==> src/hdl/dap_defines.svh <==
// Offsets, field positions, reset values and limits of the dual autoreload PWM unit.
`ifndef DAP_DEFINES_SVH
`define DAP_DEFINES_SVH

`define DAP_AW          8
`define DAP_CW          12
`define DAP_CNT_MAX     12'hfff

`define DAP_OFF_CTRL    8'h00
`define DAP_OFF_ARR1    8'h04
`define DAP_OFF_ARR2    8'h08
`define DAP_OFF_DUTY0   8'h0c
`define DAP_OFF_DUTY1   8'h10
`define DAP_OFF_DUTY2   8'h14
`define DAP_OFF_DUTY3   8'h18
`define DAP_OFF_OCTL    8'h1c
`define DAP_OFF_DTR     8'h20
`define DAP_OFF_BRK     8'h24
`define DAP_OFF_STAT    8'h28

`define DAP_CTRL_SCE    0
`define DAP_CTRL_TE1    1
`define DAP_CTRL_TE2    2
`define DAP_CTRL_FU1    3
`define DAP_CTRL_FU2    4
`define DAP_CTRL_TB     5
`define DAP_CTRL_RST    6'h06

`define DAP_OCTL_POL    4
`define DAP_DTR_DTE     7

`define DAP_BRK_BREAK_FUNCTION_ENABLE    0
`define DAP_BRK_BREAK_SOURCE_SELECT   1
`define DAP_BRK_LVL     2
`define DAP_BRK_BA      3
`define DAP_BRK_PAT     4
`define DAP_BRK_BREAK_COUNTER_ENABLE_ONE   8
`define DAP_BRK_BREAK_COUNTER_ENABLE_TWO   9

`define DAP_RESP_OKAY   2'b00
`define DAP_RESP_SLVERR 2'b10

`endif

==> src/hdl/dap_pkg.sv <==
// Types shared by the dual autoreload PWM unit.
package dap_pkg;
  `include "dap_defines.svh"

  typedef struct packed {
    logic                awvalid;
    logic [`DAP_AW-1:0]  awaddr;
    logic                wvalid;
    logic [31:0]         wdata;
    logic [3:0]          wstrb;
    logic                bready;
    logic                arvalid;
    logic [`DAP_AW-1:0]  araddr;
    logic                rready;
  } dap_axi_req_t;

  typedef struct packed {
    logic                awready;
    logic                wready;
    logic                bvalid;
    logic [1:0]          bresp;
    logic                arready;
    logic                rvalid;
    logic [31:0]         rdata;
    logic [1:0]          rresp;
  } dap_axi_rsp_t;

  typedef logic [`DAP_CW-1:0] dap_cnt_t;
endpackage

==> src/hdl/dap_cnt.sv <==
// One 12-bit autoreload upcounter with overflow event.
`timescale 1ns/1ps
`include "dap_defines.svh"
module dap_cnt
  import dap_pkg::*;
(
  input  wire logic     i_clk,
  input  wire logic     i_rst_n,
  input  wire logic     i_tick,
  input  wire logic     i_run,
  input  wire logic     i_force,
  input  wire logic     i_clear,
  input  wire dap_cnt_t i_arr,
  output dap_cnt_t      o_cnt,
  output logic          o_ovf
);
  dap_cnt_t cnt_r;
  dap_cnt_t cnt_nxt;

  assign o_cnt = cnt_r;
  // A forced update behaves as an overflow.
  assign o_ovf = !i_clear && (i_force || (i_run && i_tick && cnt_r == `DAP_CNT_MAX));

  always_comb
  begin
    cnt_nxt = cnt_r;
    if (i_clear)
    begin
      cnt_nxt = '0;
    end
    else if (o_ovf)
    begin
      cnt_nxt = i_arr;
    end
    else if (i_run && i_tick)
    begin
      cnt_nxt = cnt_r + 12'h001;
    end
  end

  always_ff @(posedge i_clk or negedge i_rst_n)
  begin
    if (!i_rst_n)
    begin
      cnt_r <= '0;
    end
    else
    begin
      cnt_r <= cnt_nxt;
    end
  end
endmodule

==> src/hdl/dap_top.sv <==
// Dual 12-bit autoreload PWM unit with AXI4-Lite registers, dead time and break.
//
// Overview of operation
// - Second counter enable selects single mode or dual mode for outputs two/three.
// - Counters reload from autoreload value on overflow and count up to top.
// - Counters start from zero after reset.
// - Preload compares move to active compares only on overflow with transfer enabled.
// - Transfer enable one gates counter-one outputs, enable two gates counter-two outputs.
// - Outputs go high on overflow and low on compare match.
// - Polarity bits invert outputs, updated at overflow when transfer enable is set.
// - Each output has its own enable bit in the output control register.
// - Dead time between outputs zero and one is count times counter-one tick.
// - Dead-time register value applies only after the next counter-one overflow.
// - Dead time enabled with zero count holds outputs low, except those an active break drives with its pattern.
// - Output zero rises a dead time after overflow, output one after match.
// - Dead time does not work when counting from the millisecond timebase.
// - Level select sets pin active level; pin or software sets break-active.
// - Break enable two covers outputs two/three in dual mode, else enable one.
// - Active break forces the pattern onto enabled outputs after polarity.
// - Active break clears and stops each counter it covers, and clears both autoreloads and all compares.
//
// The implementer's own choices: the AXI4-Lite slave port and the register addresses.
`timescale 1ns/1ps
`include "dap_defines.svh"
module dap_top
  import dap_pkg::*;
(
  input  wire logic         i_clk,
  input  wire logic         i_rst_n,
  input  wire dap_axi_req_t i_axi,
  output dap_axi_rsp_t      o_axi,
  input  wire logic         i_ms_tick,
  input  wire logic         i_break_pin,
  output logic [3:0]        o_pwm
);
  // ************************************************************
  // Functions
  // ************************************************************
  function automatic logic [31:0] merge(input logic [31:0] o, input logic [31:0] n,
                                        input logic [3:0] s);
    logic [31:0] r;
    r = o;
    for (int b = 0; b < 4; b++)
    begin
      if (s[b])
      begin
        r[b*8 +: 8] = n[b*8 +: 8];
      end
    end
    return r;
  endfunction

  // ************************************************************
  // Register bus
  // ************************************************************
  logic              aw_have_r, aw_have_nxt, w_have_r, w_have_nxt;
  logic [`DAP_AW-1:0] aw_addr_r, aw_addr_nxt;
  logic [31:0]       w_data_r, w_data_nxt;
  logic [3:0]        w_strb_r, w_strb_nxt;
  logic              bvalid_r, bvalid_nxt, rvalid_r, rvalid_nxt;
  logic [1:0]        bresp_r, bresp_nxt, rresp_r, rresp_nxt;
  logic [31:0]       rdata_r, rdata_nxt;
  logic              aw_ok, w_ok, wr_en, rd_en, wr_hit, rd_hit;
  logic [`DAP_AW-1:0] wr_addr;
  logic [31:0]       wr_data, rd_val;
  logic [3:0]        wr_strb;

  assign o_axi.awready = !aw_have_r && !bvalid_r;
  assign o_axi.wready  = !w_have_r && !bvalid_r;
  assign o_axi.bvalid  = bvalid_r;
  assign o_axi.bresp   = bresp_r;
  assign o_axi.arready = !rvalid_r;
  assign o_axi.rvalid  = rvalid_r;
  assign o_axi.rdata   = rdata_r;
  assign o_axi.rresp   = rresp_r;

  assign aw_ok   = aw_have_r || (i_axi.awvalid && o_axi.awready);
  assign w_ok    = w_have_r || (i_axi.wvalid && o_axi.wready);
  assign wr_en   = aw_ok && w_ok && !bvalid_r;
  assign wr_addr = aw_have_r ? aw_addr_r : i_axi.awaddr;
  assign wr_data = w_have_r ? w_data_r : i_axi.wdata;
  assign wr_strb = w_have_r ? w_strb_r : i_axi.wstrb;
  assign wr_hit  = wr_addr[1:0] == 2'b00 && wr_addr <= `DAP_OFF_BRK;
  assign rd_en   = i_axi.arvalid && o_axi.arready;
  assign rd_hit  = i_axi.araddr[1:0] == 2'b00 && i_axi.araddr <= `DAP_OFF_STAT;

  always_comb
  begin
    aw_have_nxt = aw_have_r;
    aw_addr_nxt = aw_addr_r;
    w_have_nxt  = w_have_r;
    w_data_nxt  = w_data_r;
    w_strb_nxt  = w_strb_r;
    bvalid_nxt  = bvalid_r && !i_axi.bready;
    bresp_nxt   = bresp_r;
    rvalid_nxt  = rvalid_r && !i_axi.rready;
    rresp_nxt   = rresp_r;
    rdata_nxt   = rdata_r;
    if (i_axi.awvalid && o_axi.awready)
    begin
      aw_have_nxt = 1'b1;
      aw_addr_nxt = i_axi.awaddr;
    end
    if (i_axi.wvalid && o_axi.wready)
    begin
      w_have_nxt = 1'b1;
      w_data_nxt = i_axi.wdata;
      w_strb_nxt = i_axi.wstrb;
    end
    if (wr_en)
    begin
      aw_have_nxt = 1'b0;
      w_have_nxt  = 1'b0;
      bvalid_nxt  = 1'b1;
      bresp_nxt   = wr_hit ? `DAP_RESP_OKAY : `DAP_RESP_SLVERR;
    end
    if (rd_en)
    begin
      rvalid_nxt = 1'b1;
      rresp_nxt  = rd_hit ? `DAP_RESP_OKAY : `DAP_RESP_SLVERR;
      rdata_nxt  = rd_hit ? rd_val : 32'h0000_0000;
    end
  end

  always_ff @(posedge i_clk or negedge i_rst_n)
  begin
    if (!i_rst_n)
    begin
      aw_have_r <= 1'b0;
      aw_addr_r <= '0;
      w_have_r  <= 1'b0;
      w_data_r  <= 32'h0000_0000;
      w_strb_r  <= 4'h0;
      bvalid_r  <= 1'b0;
      bresp_r   <= 2'b00;
      rvalid_r  <= 1'b0;
      rresp_r   <= 2'b00;
      rdata_r   <= 32'h0000_0000;
    end
    else
    begin
      aw_have_r <= aw_have_nxt;
      aw_addr_r <= aw_addr_nxt;
      w_have_r  <= w_have_nxt;
      w_data_r  <= w_data_nxt;
      w_strb_r  <= w_strb_nxt;
      bvalid_r  <= bvalid_nxt;
      bresp_r   <= bresp_nxt;
      rvalid_r  <= rvalid_nxt;
      rresp_r   <= rresp_nxt;
      rdata_r   <= rdata_nxt;
    end
  end

  // ************************************************************
  // Timer state
  // ************************************************************
  logic [5:0]  ctrl_r, ctrl_nxt;
  dap_cnt_t    arr1_r, arr1_nxt, arr2_r, arr2_nxt;
  dap_cnt_t    pre_r [4];
  dap_cnt_t    pre_nxt [4];
  dap_cnt_t    act_r [4];
  dap_cnt_t    act_nxt [4];
  logic [7:0]  octl_r, octl_nxt, dtr_r, dtr_nxt, dt_act_r, dt_act_nxt;
  logic [9:0]  brk_r, brk_nxt;
  logic [3:0]  pol_act_r, pol_act_nxt, raw_r, raw_nxt, out_r, out_nxt;
  logic [6:0]  dc0_r, dc0_nxt, dc1_r, dc1_nxt;
  logic [1:0]  sync_r;
  dap_cnt_t    cnt1, cnt2;
  logic        ovf1, ovf2, tick, sce, brk1, brk2, pin_hit, dt_on, dt_hold, fu1, fu2;
  logic [31:0] m;

  assign sce  = ctrl_r[`DAP_CTRL_SCE];
  assign tick = ctrl_r[`DAP_CTRL_TB] ? i_ms_tick : 1'b1;
  assign fu1  = wr_en && wr_hit && wr_addr == `DAP_OFF_CTRL && wr_strb[0]
                && wr_data[`DAP_CTRL_FU1];
  assign fu2  = wr_en && wr_hit && wr_addr == `DAP_OFF_CTRL && wr_strb[0]
                && wr_data[`DAP_CTRL_FU2];
  assign brk1 = brk_r[`DAP_BRK_BA] && brk_r[`DAP_BRK_BREAK_FUNCTION_ENABLE] && brk_r[`DAP_BRK_BREAK_COUNTER_ENABLE_ONE];
  // Single mode lets enable one cover outputs two and three as well.
  assign brk2 = brk_r[`DAP_BRK_BA] && brk_r[`DAP_BRK_BREAK_FUNCTION_ENABLE]
                && (sce ? brk_r[`DAP_BRK_BREAK_COUNTER_ENABLE_TWO] : brk_r[`DAP_BRK_BREAK_COUNTER_ENABLE_ONE]);
  assign pin_hit = brk_r[`DAP_BRK_BREAK_FUNCTION_ENABLE] && brk_r[`DAP_BRK_BREAK_SOURCE_SELECT]
                   && (sync_r[1] == brk_r[`DAP_BRK_LVL]);
  assign dt_on   = dt_act_r[`DAP_DTR_DTE] && !ctrl_r[`DAP_CTRL_TB];
  assign dt_hold = dt_on && dt_act_r[6:0] == 7'h00;

  dap_cnt u_cnt1 (
    .i_clk   (i_clk),
    .i_rst_n (i_rst_n),
    .i_tick  (tick),
    .i_run   (!brk1),
    .i_force (fu1),
    .i_clear (brk1),
    .i_arr   (arr1_r),
    .o_cnt   (cnt1),
    .o_ovf   (ovf1)
  );

  dap_cnt u_cnt2 (
    .i_clk   (i_clk),
    .i_rst_n (i_rst_n),
    .i_tick  (tick),
    .i_run   (sce && !brk2),
    .i_force (fu2 && sce),
    .i_clear (brk2 && sce),
    .i_arr   (arr2_r),
    .o_cnt   (cnt2),
    .o_ovf   (ovf2)
  );

  // Current word of a register, shared by read data and byte-lane merging on writes.
  function automatic logic [31:0] reg_word(input logic [`DAP_AW-1:0] a);
    logic [31:0] v;
    v = 32'h0000_0000;
    case (a)
      `DAP_OFF_CTRL:  v = {26'h0, ctrl_r};
      `DAP_OFF_ARR1:  v = {20'h0, arr1_r};
      `DAP_OFF_ARR2:  v = {20'h0, arr2_r};
      `DAP_OFF_DUTY0: v = {20'h0, pre_r[0]};
      `DAP_OFF_DUTY1: v = {20'h0, pre_r[1]};
      `DAP_OFF_DUTY2: v = {20'h0, pre_r[2]};
      `DAP_OFF_DUTY3: v = {20'h0, pre_r[3]};
      `DAP_OFF_OCTL:  v = {24'h0, octl_r};
      `DAP_OFF_DTR:   v = {24'h0, dtr_r};
      `DAP_OFF_BRK:   v = {22'h0, brk_r};
      `DAP_OFF_STAT:  v = {4'h0, cnt2, 4'h0, cnt1};
      default:        v = 32'h0000_0000;
    endcase
    return v;
  endfunction

  assign rd_val = reg_word(i_axi.araddr);

  always_comb
  begin
    logic       ov, te, pre_out;
    ov = 1'b0;
    te = 1'b0;
    pre_out = 1'b0;
    m = merge(reg_word(wr_addr), wr_data, wr_strb);
    ctrl_nxt = ctrl_r;
    arr1_nxt = arr1_r;
    arr2_nxt = arr2_r;
    octl_nxt = octl_r;
    dtr_nxt  = dtr_r;
    brk_nxt  = brk_r;
    pre_nxt  = pre_r;
    act_nxt  = act_r;
    pol_act_nxt = pol_act_r;
    dt_act_nxt  = dt_act_r;
    raw_nxt  = raw_r;
    if (wr_en && wr_hit)
    begin
      case (wr_addr)
        `DAP_OFF_CTRL:  ctrl_nxt = m[5:0] & 6'h27;
        `DAP_OFF_ARR1:  arr1_nxt = m[11:0];
        `DAP_OFF_ARR2:  arr2_nxt = m[11:0];
        `DAP_OFF_DUTY0: pre_nxt[0] = m[11:0];
        `DAP_OFF_DUTY1: pre_nxt[1] = m[11:0];
        `DAP_OFF_DUTY2: pre_nxt[2] = m[11:0];
        `DAP_OFF_DUTY3: pre_nxt[3] = m[11:0];
        `DAP_OFF_OCTL:  octl_nxt = m[7:0];
        `DAP_OFF_DTR:   dtr_nxt  = m[7:0];
        `DAP_OFF_BRK:   brk_nxt  = m[9:0];
        default:        ctrl_nxt = ctrl_r;
      endcase
    end
    // The pin sets break-active even in the cycle software clears it.
    if (pin_hit)
    begin
      brk_nxt[`DAP_BRK_BA] = 1'b1;
    end
    if (ovf1)
    begin
      dt_act_nxt = dtr_r;
    end
    for (int i = 0; i < 4; i++)
    begin
      ov = (sce && i >= 2) ? ovf2 : ovf1;
      te = (sce && i >= 2) ? ctrl_r[`DAP_CTRL_TE2] : ctrl_r[`DAP_CTRL_TE1];
      if (ov && te)
      begin
        act_nxt[i]     = pre_r[i];
        pol_act_nxt[i] = octl_r[`DAP_OCTL_POL + i];
      end
      // Match one tick early, so the fall lines up with the count as the rise does with reload.
      if (ov)
      begin
        raw_nxt[i] = 1'b1;
      end
      else if (tick && ((sce && i >= 2) ? cnt2 : cnt1) + 12'h001 == act_r[i])
      begin
        raw_nxt[i] = 1'b0;
      end
    end
    if (brk1 || brk2)
    begin
      arr1_nxt = '0;
      arr2_nxt = '0;
      for (int i = 0; i < 4; i++)
      begin
        pre_nxt[i] = '0;
        act_nxt[i] = '0;
      end
    end
    // Dead-time counters measure ticks since each output's rising request.
    dc0_nxt = (!raw_r[0]) ? 7'h00 : (tick && dc0_r < dt_act_r[6:0]) ? dc0_r + 7'h01 : dc0_r;
    dc1_nxt = raw_r[0] ? 7'h00 : (tick && dc1_r < dt_act_r[6:0]) ? dc1_r + 7'h01 : dc1_r;
    for (int i = 0; i < 4; i++)
    begin
      pre_out = raw_r[i];
      if (dt_on && i == 0)
      begin
        pre_out = raw_r[0] && dc0_r == dt_act_r[6:0];
      end
      else if (dt_on && i == 1)
      begin
        pre_out = !raw_r[0] && dc1_r == dt_act_r[6:0];
      end
      pre_out = pre_out ^ pol_act_r[i];
      if (dt_hold)
      begin
        pre_out = 1'b0;
      end
      if (i < 2 ? brk1 : brk2)
      begin
        pre_out = brk_r[`DAP_BRK_PAT + i];
      end
      out_nxt[i] = octl_r[i] && pre_out;
    end
  end

  always_ff @(posedge i_clk or negedge i_rst_n)
  begin
    if (!i_rst_n)
    begin
      ctrl_r    <= `DAP_CTRL_RST;
      arr1_r    <= '0;
      arr2_r    <= '0;
      pre_r     <= '{default: '0};
      act_r     <= '{default: '0};
      octl_r    <= 8'h00;
      dtr_r     <= 8'h00;
      dt_act_r  <= 8'h00;
      brk_r     <= 10'h000;
      pol_act_r <= 4'h0;
      raw_r     <= 4'h0;
      out_r     <= 4'h0;
      dc0_r     <= 7'h00;
      dc1_r     <= 7'h00;
      sync_r    <= 2'b00;
    end
    else
    begin
      ctrl_r    <= ctrl_nxt;
      arr1_r    <= arr1_nxt;
      arr2_r    <= arr2_nxt;
      pre_r     <= pre_nxt;
      act_r     <= act_nxt;
      octl_r    <= octl_nxt;
      dtr_r     <= dtr_nxt;
      dt_act_r  <= dt_act_nxt;
      brk_r     <= brk_nxt;
      pol_act_r <= pol_act_nxt;
      raw_r     <= raw_nxt;
      out_r     <= out_nxt;
      dc0_r     <= dc0_nxt;
      dc1_r     <= dc1_nxt;
      sync_r    <= {sync_r[0], i_break_pin};
    end
  end

  assign o_pwm = out_r;
endmodule

==> config.mk <==
export PLATFORM = sky130hd
export DESIGN_NAME = dap_top
export DESIGN_NICKNAME = d
export VERILOG_FILES = /design/src/hdl/dap_pkg.sv /design/src/hdl/dap_cnt.sv /design/src/hdl/dap_top.sv
export VERILOG_INCLUDE_DIRS = /design/src /design/src/hdl
export SDC_FILE = /design/constraint.sdc
export NUM_CORES = 1
export LEC_CHECK = 0
export ABC_AREA = 1
export BUFFER_PORTS_ARGS = -buffer_cell sky130_fd_sc_hd__buf_4
export CORE_MARGIN = 5
export CORE_UTILIZATION = 60
export DETAILED_ROUTE_END_ITERATION = 8
export PLACE_DENSITY = 0.79
export REMOVE_ABC_BUFFERS = 1
export SETUP_SLACK_MARGIN = 0.15
export SLEW_MARGIN = 15
export SYNTH_ARGS = -nofsm -noshare
export SYNTH_HDL_FRONTEND = slang
export SYNTH_HIERARCHICAL = 1
export SYNTH_SLANG_ARGS = --single-unit
==> constraint.sdc <==
create_clock -name i_clk -period 3.7 [get_ports i_clk]
set_input_delay 0.555 -clock i_clk [delete_from_list [all_inputs] [get_ports i_clk]]
set_output_delay 0.555 -clock i_clk [all_outputs]
set_load 0.005 [all_outputs]
Yosys cells after proc, flatten, opt, wreduce, memory -nomap -nowiden
Index checks and enable logic that the tools add are counted.
{"block": "classes", "n_addsub": 5, "order_cmp": 4, "n_eq_ne": 29, "muxes": 69, "n_bitwise": 4, "n_reduce_logical": 98}
{"cell": "$pmux 28 s11", "n": 1}
{"cell": "$mux 12", "n": 22}
{"cell": "$mux 48", "n": 3}
{"cell": "$pmux 12 s9", "n": 1}
{"cell": "$eq 8x5->1 const B", "n": 8}
{"cell": "$eq 12x12->1", "n": 4}
{"cell": "$logic_and 1x1->1", "n": 46}
{"cell": "$eq 8x6->1 const B", "n": 5}
{"cell": "$add 12x1->12 const B", "n": 3}
{"cell": "$reduce_bool 2->1", "n": 18}
{"cell": "$eq 8x4->1 const B", "n": 4}
{"cell": "$mux 32", "n": 1}
{"cell": "$mux 1", "n": 29}
{"cell": "$mux 7", "n": 4}
{"cell": "$eq 12x12->1 const B", "n": 2}
{"cell": "$reduce_and 2->1", "n": 11}
{"cell": "$eq 8x3->1 const B", "n": 2}
{"cell": "$le 8x6->1 const B", "n": 2}
{"cell": "$logic_not 8->1", "n": 2}
{"cell": "$mux 8", "n": 2}
{"cell": "$add 7x1->7 const B", "n": 2}
{"cell": "$eq 7x7->1", "n": 2}
{"cell": "$lt 7x7->1", "n": 2}
{"cell": "$mux 4", "n": 3}
{"cell": "9 further kinds", "n": 30}
{"block": "word_totals", "register_bits": 272, "inputBits": 61, "elab_cells": 247}

Depth between registers and ports, before layout
{"block": "depth", "word_depth": 17, "mapped_depth": 23}

Hierarchy
The synthesis kept the hierarchy.
{"mod": "dap_top", "n_inst": 1, "cells_each": 1911, "area_per_inst_um2": 13863.3}
{"mod": "dap_cnt", "n_inst": 2, "cells_each": 142, "area_per_inst_um2": 909.6}

Least setup slack after synthesis
No wires, ideal clock.
{"block": "synth_timing", "path_kind": "input-to-reg", "start": "in i_axi[51] (netlist bit)", "end": "reg act_r[1] (netlist bit)", "setup_time_ns": 0.083, "arrival_ns": 3.162, "t_required_ns": 3.617, "slack_ns": 0.455, "stages": 23, "path_buffers": 3, "cell_sequence": "inv_1 > nor2_1 > nor2_1 > nand2_1 > nor2_2 > buf_2 > inv_1 > nor3_4 > inv_1 > nor3_1 > inv_1 > nand2_4 > nand2_2 > buf_6 > inv_1 > or2_2 > o21ai_0 > inv_1 > nand2_1 > inv_1 > clkbuf_1 > nand3_1 > o21ai_0"}
{"block": "synth_via", "elab_chain_cells": 13, "word_cells_on_any_way": 17, "cone_classes": "order compare (1); mux (2); reduce/logical (14)"}
{"element": "from (decl)", "line": "dap_top.sv:30", "rtl": "input wire dap_axi_req_t i_axi,"}
{"element": "$mux 8 (*)", "line": "dap_top.sv:80", "rtl": "assign wr_addr = aw_have_r ? aw_addr_r : i_axi.awaddr;"}
{"element": "$le 8x6->1 (no source line)"}
{"element": "$logic_and 1x1->1 (no source line)"}
{"element": "$logic_and 1x1->1", "line": "dap_top.sv:177", "rtl": "assign fu2 = wr_en && wr_hit && wr_addr == `DAP_OFF_CTRL && wr_strb[0]"}
{"element": "$logic_and 1x1->1 (no source line) (*)"}
{"element": "$logic_and 1x1->1 (*) (2 in a row)", "line": "dap_top.sv:177"}
{"element": "$logic_and 1x1->1 (*)", "line": "dap_top.sv:205", "rtl": ".i_force (fu2 && sce),"}
{"element": "$logic_or 1x1->1 (*)", "line": "dap_cnt.sv:22", "rtl": "assign o_ovf = !i_clear && (i_force || (i_run && i_tick && cnt_r == `DAP_CNT_MAX));"}
{"element": "$logic_and 1x1->1 (*)", "line": "dap_cnt.sv:22"}
{"element": "net ovf2", "line": "dap_top.sv:170", "rtl": "logic ovf1, ovf2, tick, sce, brk1, brk2, pin_hit, dt_on, dt_hold, fu1, fu2;"}
{"element": "$mux 1 (*)", "line": "dap_top.sv:280", "rtl": "ov = (sce && i >= 2) ? ovf2 : ovf1;"}
{"element": "$logic_and 1x1->1 (*)", "line": "dap_top.sv:282", "rtl": "if (ov && te)"}
{"element": "$reduce_bool 2->1 (no source line) (*)"}
{"element": "to (signal assigned)", "line": "dap_top.sv:360", "rtl": "act_r <= act_nxt;"}
{"element": "to (decl)", "line": "dap_top.sv:162", "rtl": "dap_cnt_t act_r [4];"}
Mark *: on every way through the listed nets, which the timed path passes. The rest lies on a longest branch.
A chain may end at the register's enable or synchronous reset.

Final worst setup path
{"block": "layout_timing", "start": "reg aw_have_r", "end": "reg act_r[33] (netlist bit)"}
{"block": "layout_via", "elab_chain_cells": 14, "word_cells_on_any_way": 19, "cone_classes": "order compare (1); mux (1); reduce/logical (17)"}
{"element": "from (decl)", "line": "dap_top.sv:56", "rtl": "logic aw_have_r, aw_have_nxt, w_have_r, w_have_nxt;"}
{"element": "from (signal assigned)", "line": "dap_top.sv:142", "rtl": "aw_have_r <= aw_have_nxt;"}
{"element": "parallel branches: the longest is 7 deep, another holds $le 8x6->1"}
{"element": "$logic_and 1x1->1 (no source line) (*)"}
{"element": "$logic_and 1x1->1 (*) (2 in a row)", "line": "dap_top.sv:175", "rtl": "assign fu1 = wr_en && wr_hit && wr_addr == `DAP_OFF_CTRL && wr_strb[0]"}
{"element": "net fu1", "line": "dap_top.sv:170"}
{"element": "$logic_or 1x1->1 (*)", "line": "dap_cnt.sv:22"}
{"element": "$logic_and 1x1->1 (*)", "line": "dap_cnt.sv:22"}
{"element": "net ovf1", "line": "dap_top.sv:170"}
{"element": "$logic_and 1x1->1 (*)", "line": "dap_top.sv:282"}
{"element": "$reduce_bool 2->1 (no source line) (*)"}
Mark *: on every way through the listed nets, which the timed path passes.

==> impl_metrics.env <==
export IMPL_cts_inserted_buffers=29
export IMPL_drv_cap=0
export IMPL_setup_tns_ps=0
export IMPL_critPathLaunchType="flop"
export IMPL_grt_setup_unrepaired="false"
export IMPL_irDropWorstVdd_v=0.0004977
export IMPL_core_sq_um=25910
export IMPL_grt_max_degree=98
export IMPL_holdWs_ps=-1.832
export IMPL_synthCells=2195
export IMPL_wl_mm=55.10
export IMPL_grt_usage=0.3736
export IMPL_drive_gt1_frac=0.1170
export IMPL_fmax_mhz=301.7
export IMPL_clock_sinks=262
export IMPL_insertion_delay_ps=560
export IMPL_die_h_um=171.7
export IMPL_final_cell_count_no_fill=2642
export IMPL_first_pass_iters=6
export IMPL_ys_types=49
export IMPL_layout_cell_area_non_filler_sq_um=17770
export IMPL_synth_flop_cell="dfrtp_1"
export IMPL_antenna_cells=0
export IMPL_min_period_over_period=0.8957
export IMPL_vias=15777
export IMPL_clk_pin_slew_ps=60
export IMPL_seq_area_frac_synth=0.4182
export IMPL_hold_viol=1
export IMPL_hold_class="in -> async"
export IMPL_syn_area_sq_um=15680
export IMPL_antenna_left=0
export IMPL_fin_util=0.6857
export IMPL_slew_headroom=0.4013
export IMPL_place_ws_ps=181.9
export IMPL_drc_errors=0
export IMPL_rows=59
export IMPL_end_kind="flop"
export IMPL_dp_cells=2587
export IMPL_grt_pass1_wl_mm=84.77
export IMPL_outcome="complete, but fails checks"
export IMPL_period_needed_ps=3314
export IMPL_dpl_cell_area_sq_um=16700
export IMPL_synth_top_area_cell="dfrtp_1"
export IMPL_antenna_found_initial=1
export IMPL_die_area_sq_um=29470
export IMPL_violations="negative hold slack"
export IMPL_async_reset_ff_frac=1.000
export IMPL_final_setup_worst_slack_ps=385.9
export IMPL_dp_hpwl_mm=40.75
export IMPL_powerDensity_nw_per_um2=473.4
export IMPL_ys_ff_latch=262
export IMPL_yosys_warnings=6
export IMPL_globalRouteOverflowTotal=0
export IMPL_clk_path_buf_depth=3
export IMPL_setup_viol=0
export IMPL_drv_slew=0
export IMPL_drt_iter0_drc=2096
export IMPL_fin_nets=2368
export IMPL_pin_count=106
export IMPL_htree_levels=1
export IMPL_p_total_mw=8.411
export IMPL_layout_common_cells="nand2_1 (731), dfrtp_1 (258), nand3_1 (257)"
export IMPL_grt_pass1_vias=14731
export IMPL_final_common_cell="nand2_1"
export IMPL_p_leak_nw=9.043
export IMPL_area_growth_syn_to_layout_pct=13.29
export IMPL_clock_root_buffer="clkbuf_16"
export IMPL_synth_area_top_cells="dfrtp_1 (41%), nand2_1 (17%), nand3_1 (8.2%)"
export IMPL_cts_tree="done"
export IMPL_wl_per_cell_um=20.85
export IMPL_crit_required_ps=4110
export IMPL_worstPathArrival_ps=3720
export IMPL_gp_congestion=1.052
export IMPL_start_util=0.6052
export IMPL_tightest_slew_ps=894.8
export IMPL_drt_vias_per_instance=5.972
export IMPL_skew_ps=8.582
export IMPL_path_class="reg -> reg"
export IMPL_synth_edf_count=0
export IMPL_synth_top_area_share=0.4149
export IMPL_cp_max_fo=17
export IMPL_io_buffers=73
export IMPL_syn_area_per_cell_sq_um=7.145
export IMPL_die_w_um=171.7
[power breakdown]
part	switching, mW	total (mW)	internal [mW]
Combinational	1.42	2.04	0.617
Sequential	0.220	3.31	3.09
Clock	1.21	3.06	1.85
Total	2.85	8.41	5.56
[per-layer routing]
metal	routed length (um)	track usage
met3	6634	0.08320
met1	21990	0.5275
met2	23890	0.5686
met5	7	0
met4	2571	0.1381
[cells in the mapped netlist, drive strengths merged (5+ instances only)]
master,instances
a211oi,6
a21oi,68
a31oi,5
buf,53
clkbuf,32
dfrtp,260
ha,20
inv,261
nand2,766
nand3,262
nand3b,10
nand4,19
nor2,124
nor3,23
o21ai,179
o22ai,26
xnor2,11
xor2,35
[cell type report]
class | instances | area (sq um)
Clock buffer | 40 | 837.1
Clock inverter | 11 | 170.2
Fill cell | 2210 | 8144
Inverter | 265 | 997.2
Multi-Input combinational cell | 1592 | 7699
Sequential cell | 262 | 6564
Tap cell | 335 | 419.2
Timing Repair Buffer | 137 | 1081
[critical path, stage by stage, from the launching register on]
cell	delay, ps
dfrtp_4	540
inv_1	150
buf_4	160
nand2_1	50
nand2_1	130
nand3_1	160
nor3_4	240
inv_1	80
nor2_1	130
buf_4	180
inv_1	110
nand2_4	90
nand2_2	50
inv_1	220
nand2_1	250
nand2_1	450
o21ai_0	180
[final timing paths]
kind,startpoint,cells past startpoint,slack (ps),end
min in group i_clk,i_break_pin,1,110,sync_r[0]$_DFF_PN0_
max reg2reg,aw_have_r$_DFFE_PN0P_,16,390,act_r[33]$_DFFE_PN0P_
min,i_rst_n,1,-2,dc1_r[4]$_DFFE_PN0P_
min reg2reg,sync_r[0]$_DFF_PN0_,0,360,sync_r[1]$_DFF_PN0_
max in group asynchronous,i_rst_n,2,2720,ctrl_r[2]$_DFFE_PN1N_
max,aw_have_r$_DFFE_PN0P_,16,390,act_r[33]$_DFFE_PN0P_
[flip-flops by register name, summed over array words and instances, names as in the netlist, 10 cells and up]
name / flops
rdata_r: 24
w_data_r: 12
brk_r: 10
act_r: 48
pre_r: 48
u_cnt2/o_cnt: 12
u_cnt1/o_cnt: 12
arr1_r: 12
arr2_r: 12
[timing repair]
| action | CTS | global route |
|---|---|---|
| resized for setup | 1 | 6 |
| hold buffers | 0 | 0 |
| setup endpoints to repair | 1 | 30 |
| buffers inserted | 0 | 4 |
[cell families (layout without fill, tap and decap cells)]
kind of cell,after synthesis,count (layout),synth area share
and+or+nand+nor,1211,1211,0.3376
buffers and inverters,350,453,0.09366
xor gates and xnor gates,46,46,0.02569
adders and majority gates,20,20,0.01596
AOI/OAI and AO/OA,305,305,0.1086
DFF,262,262,0.4182
other,1,10,0.0002391
Power figures use the tool's default switching activity.
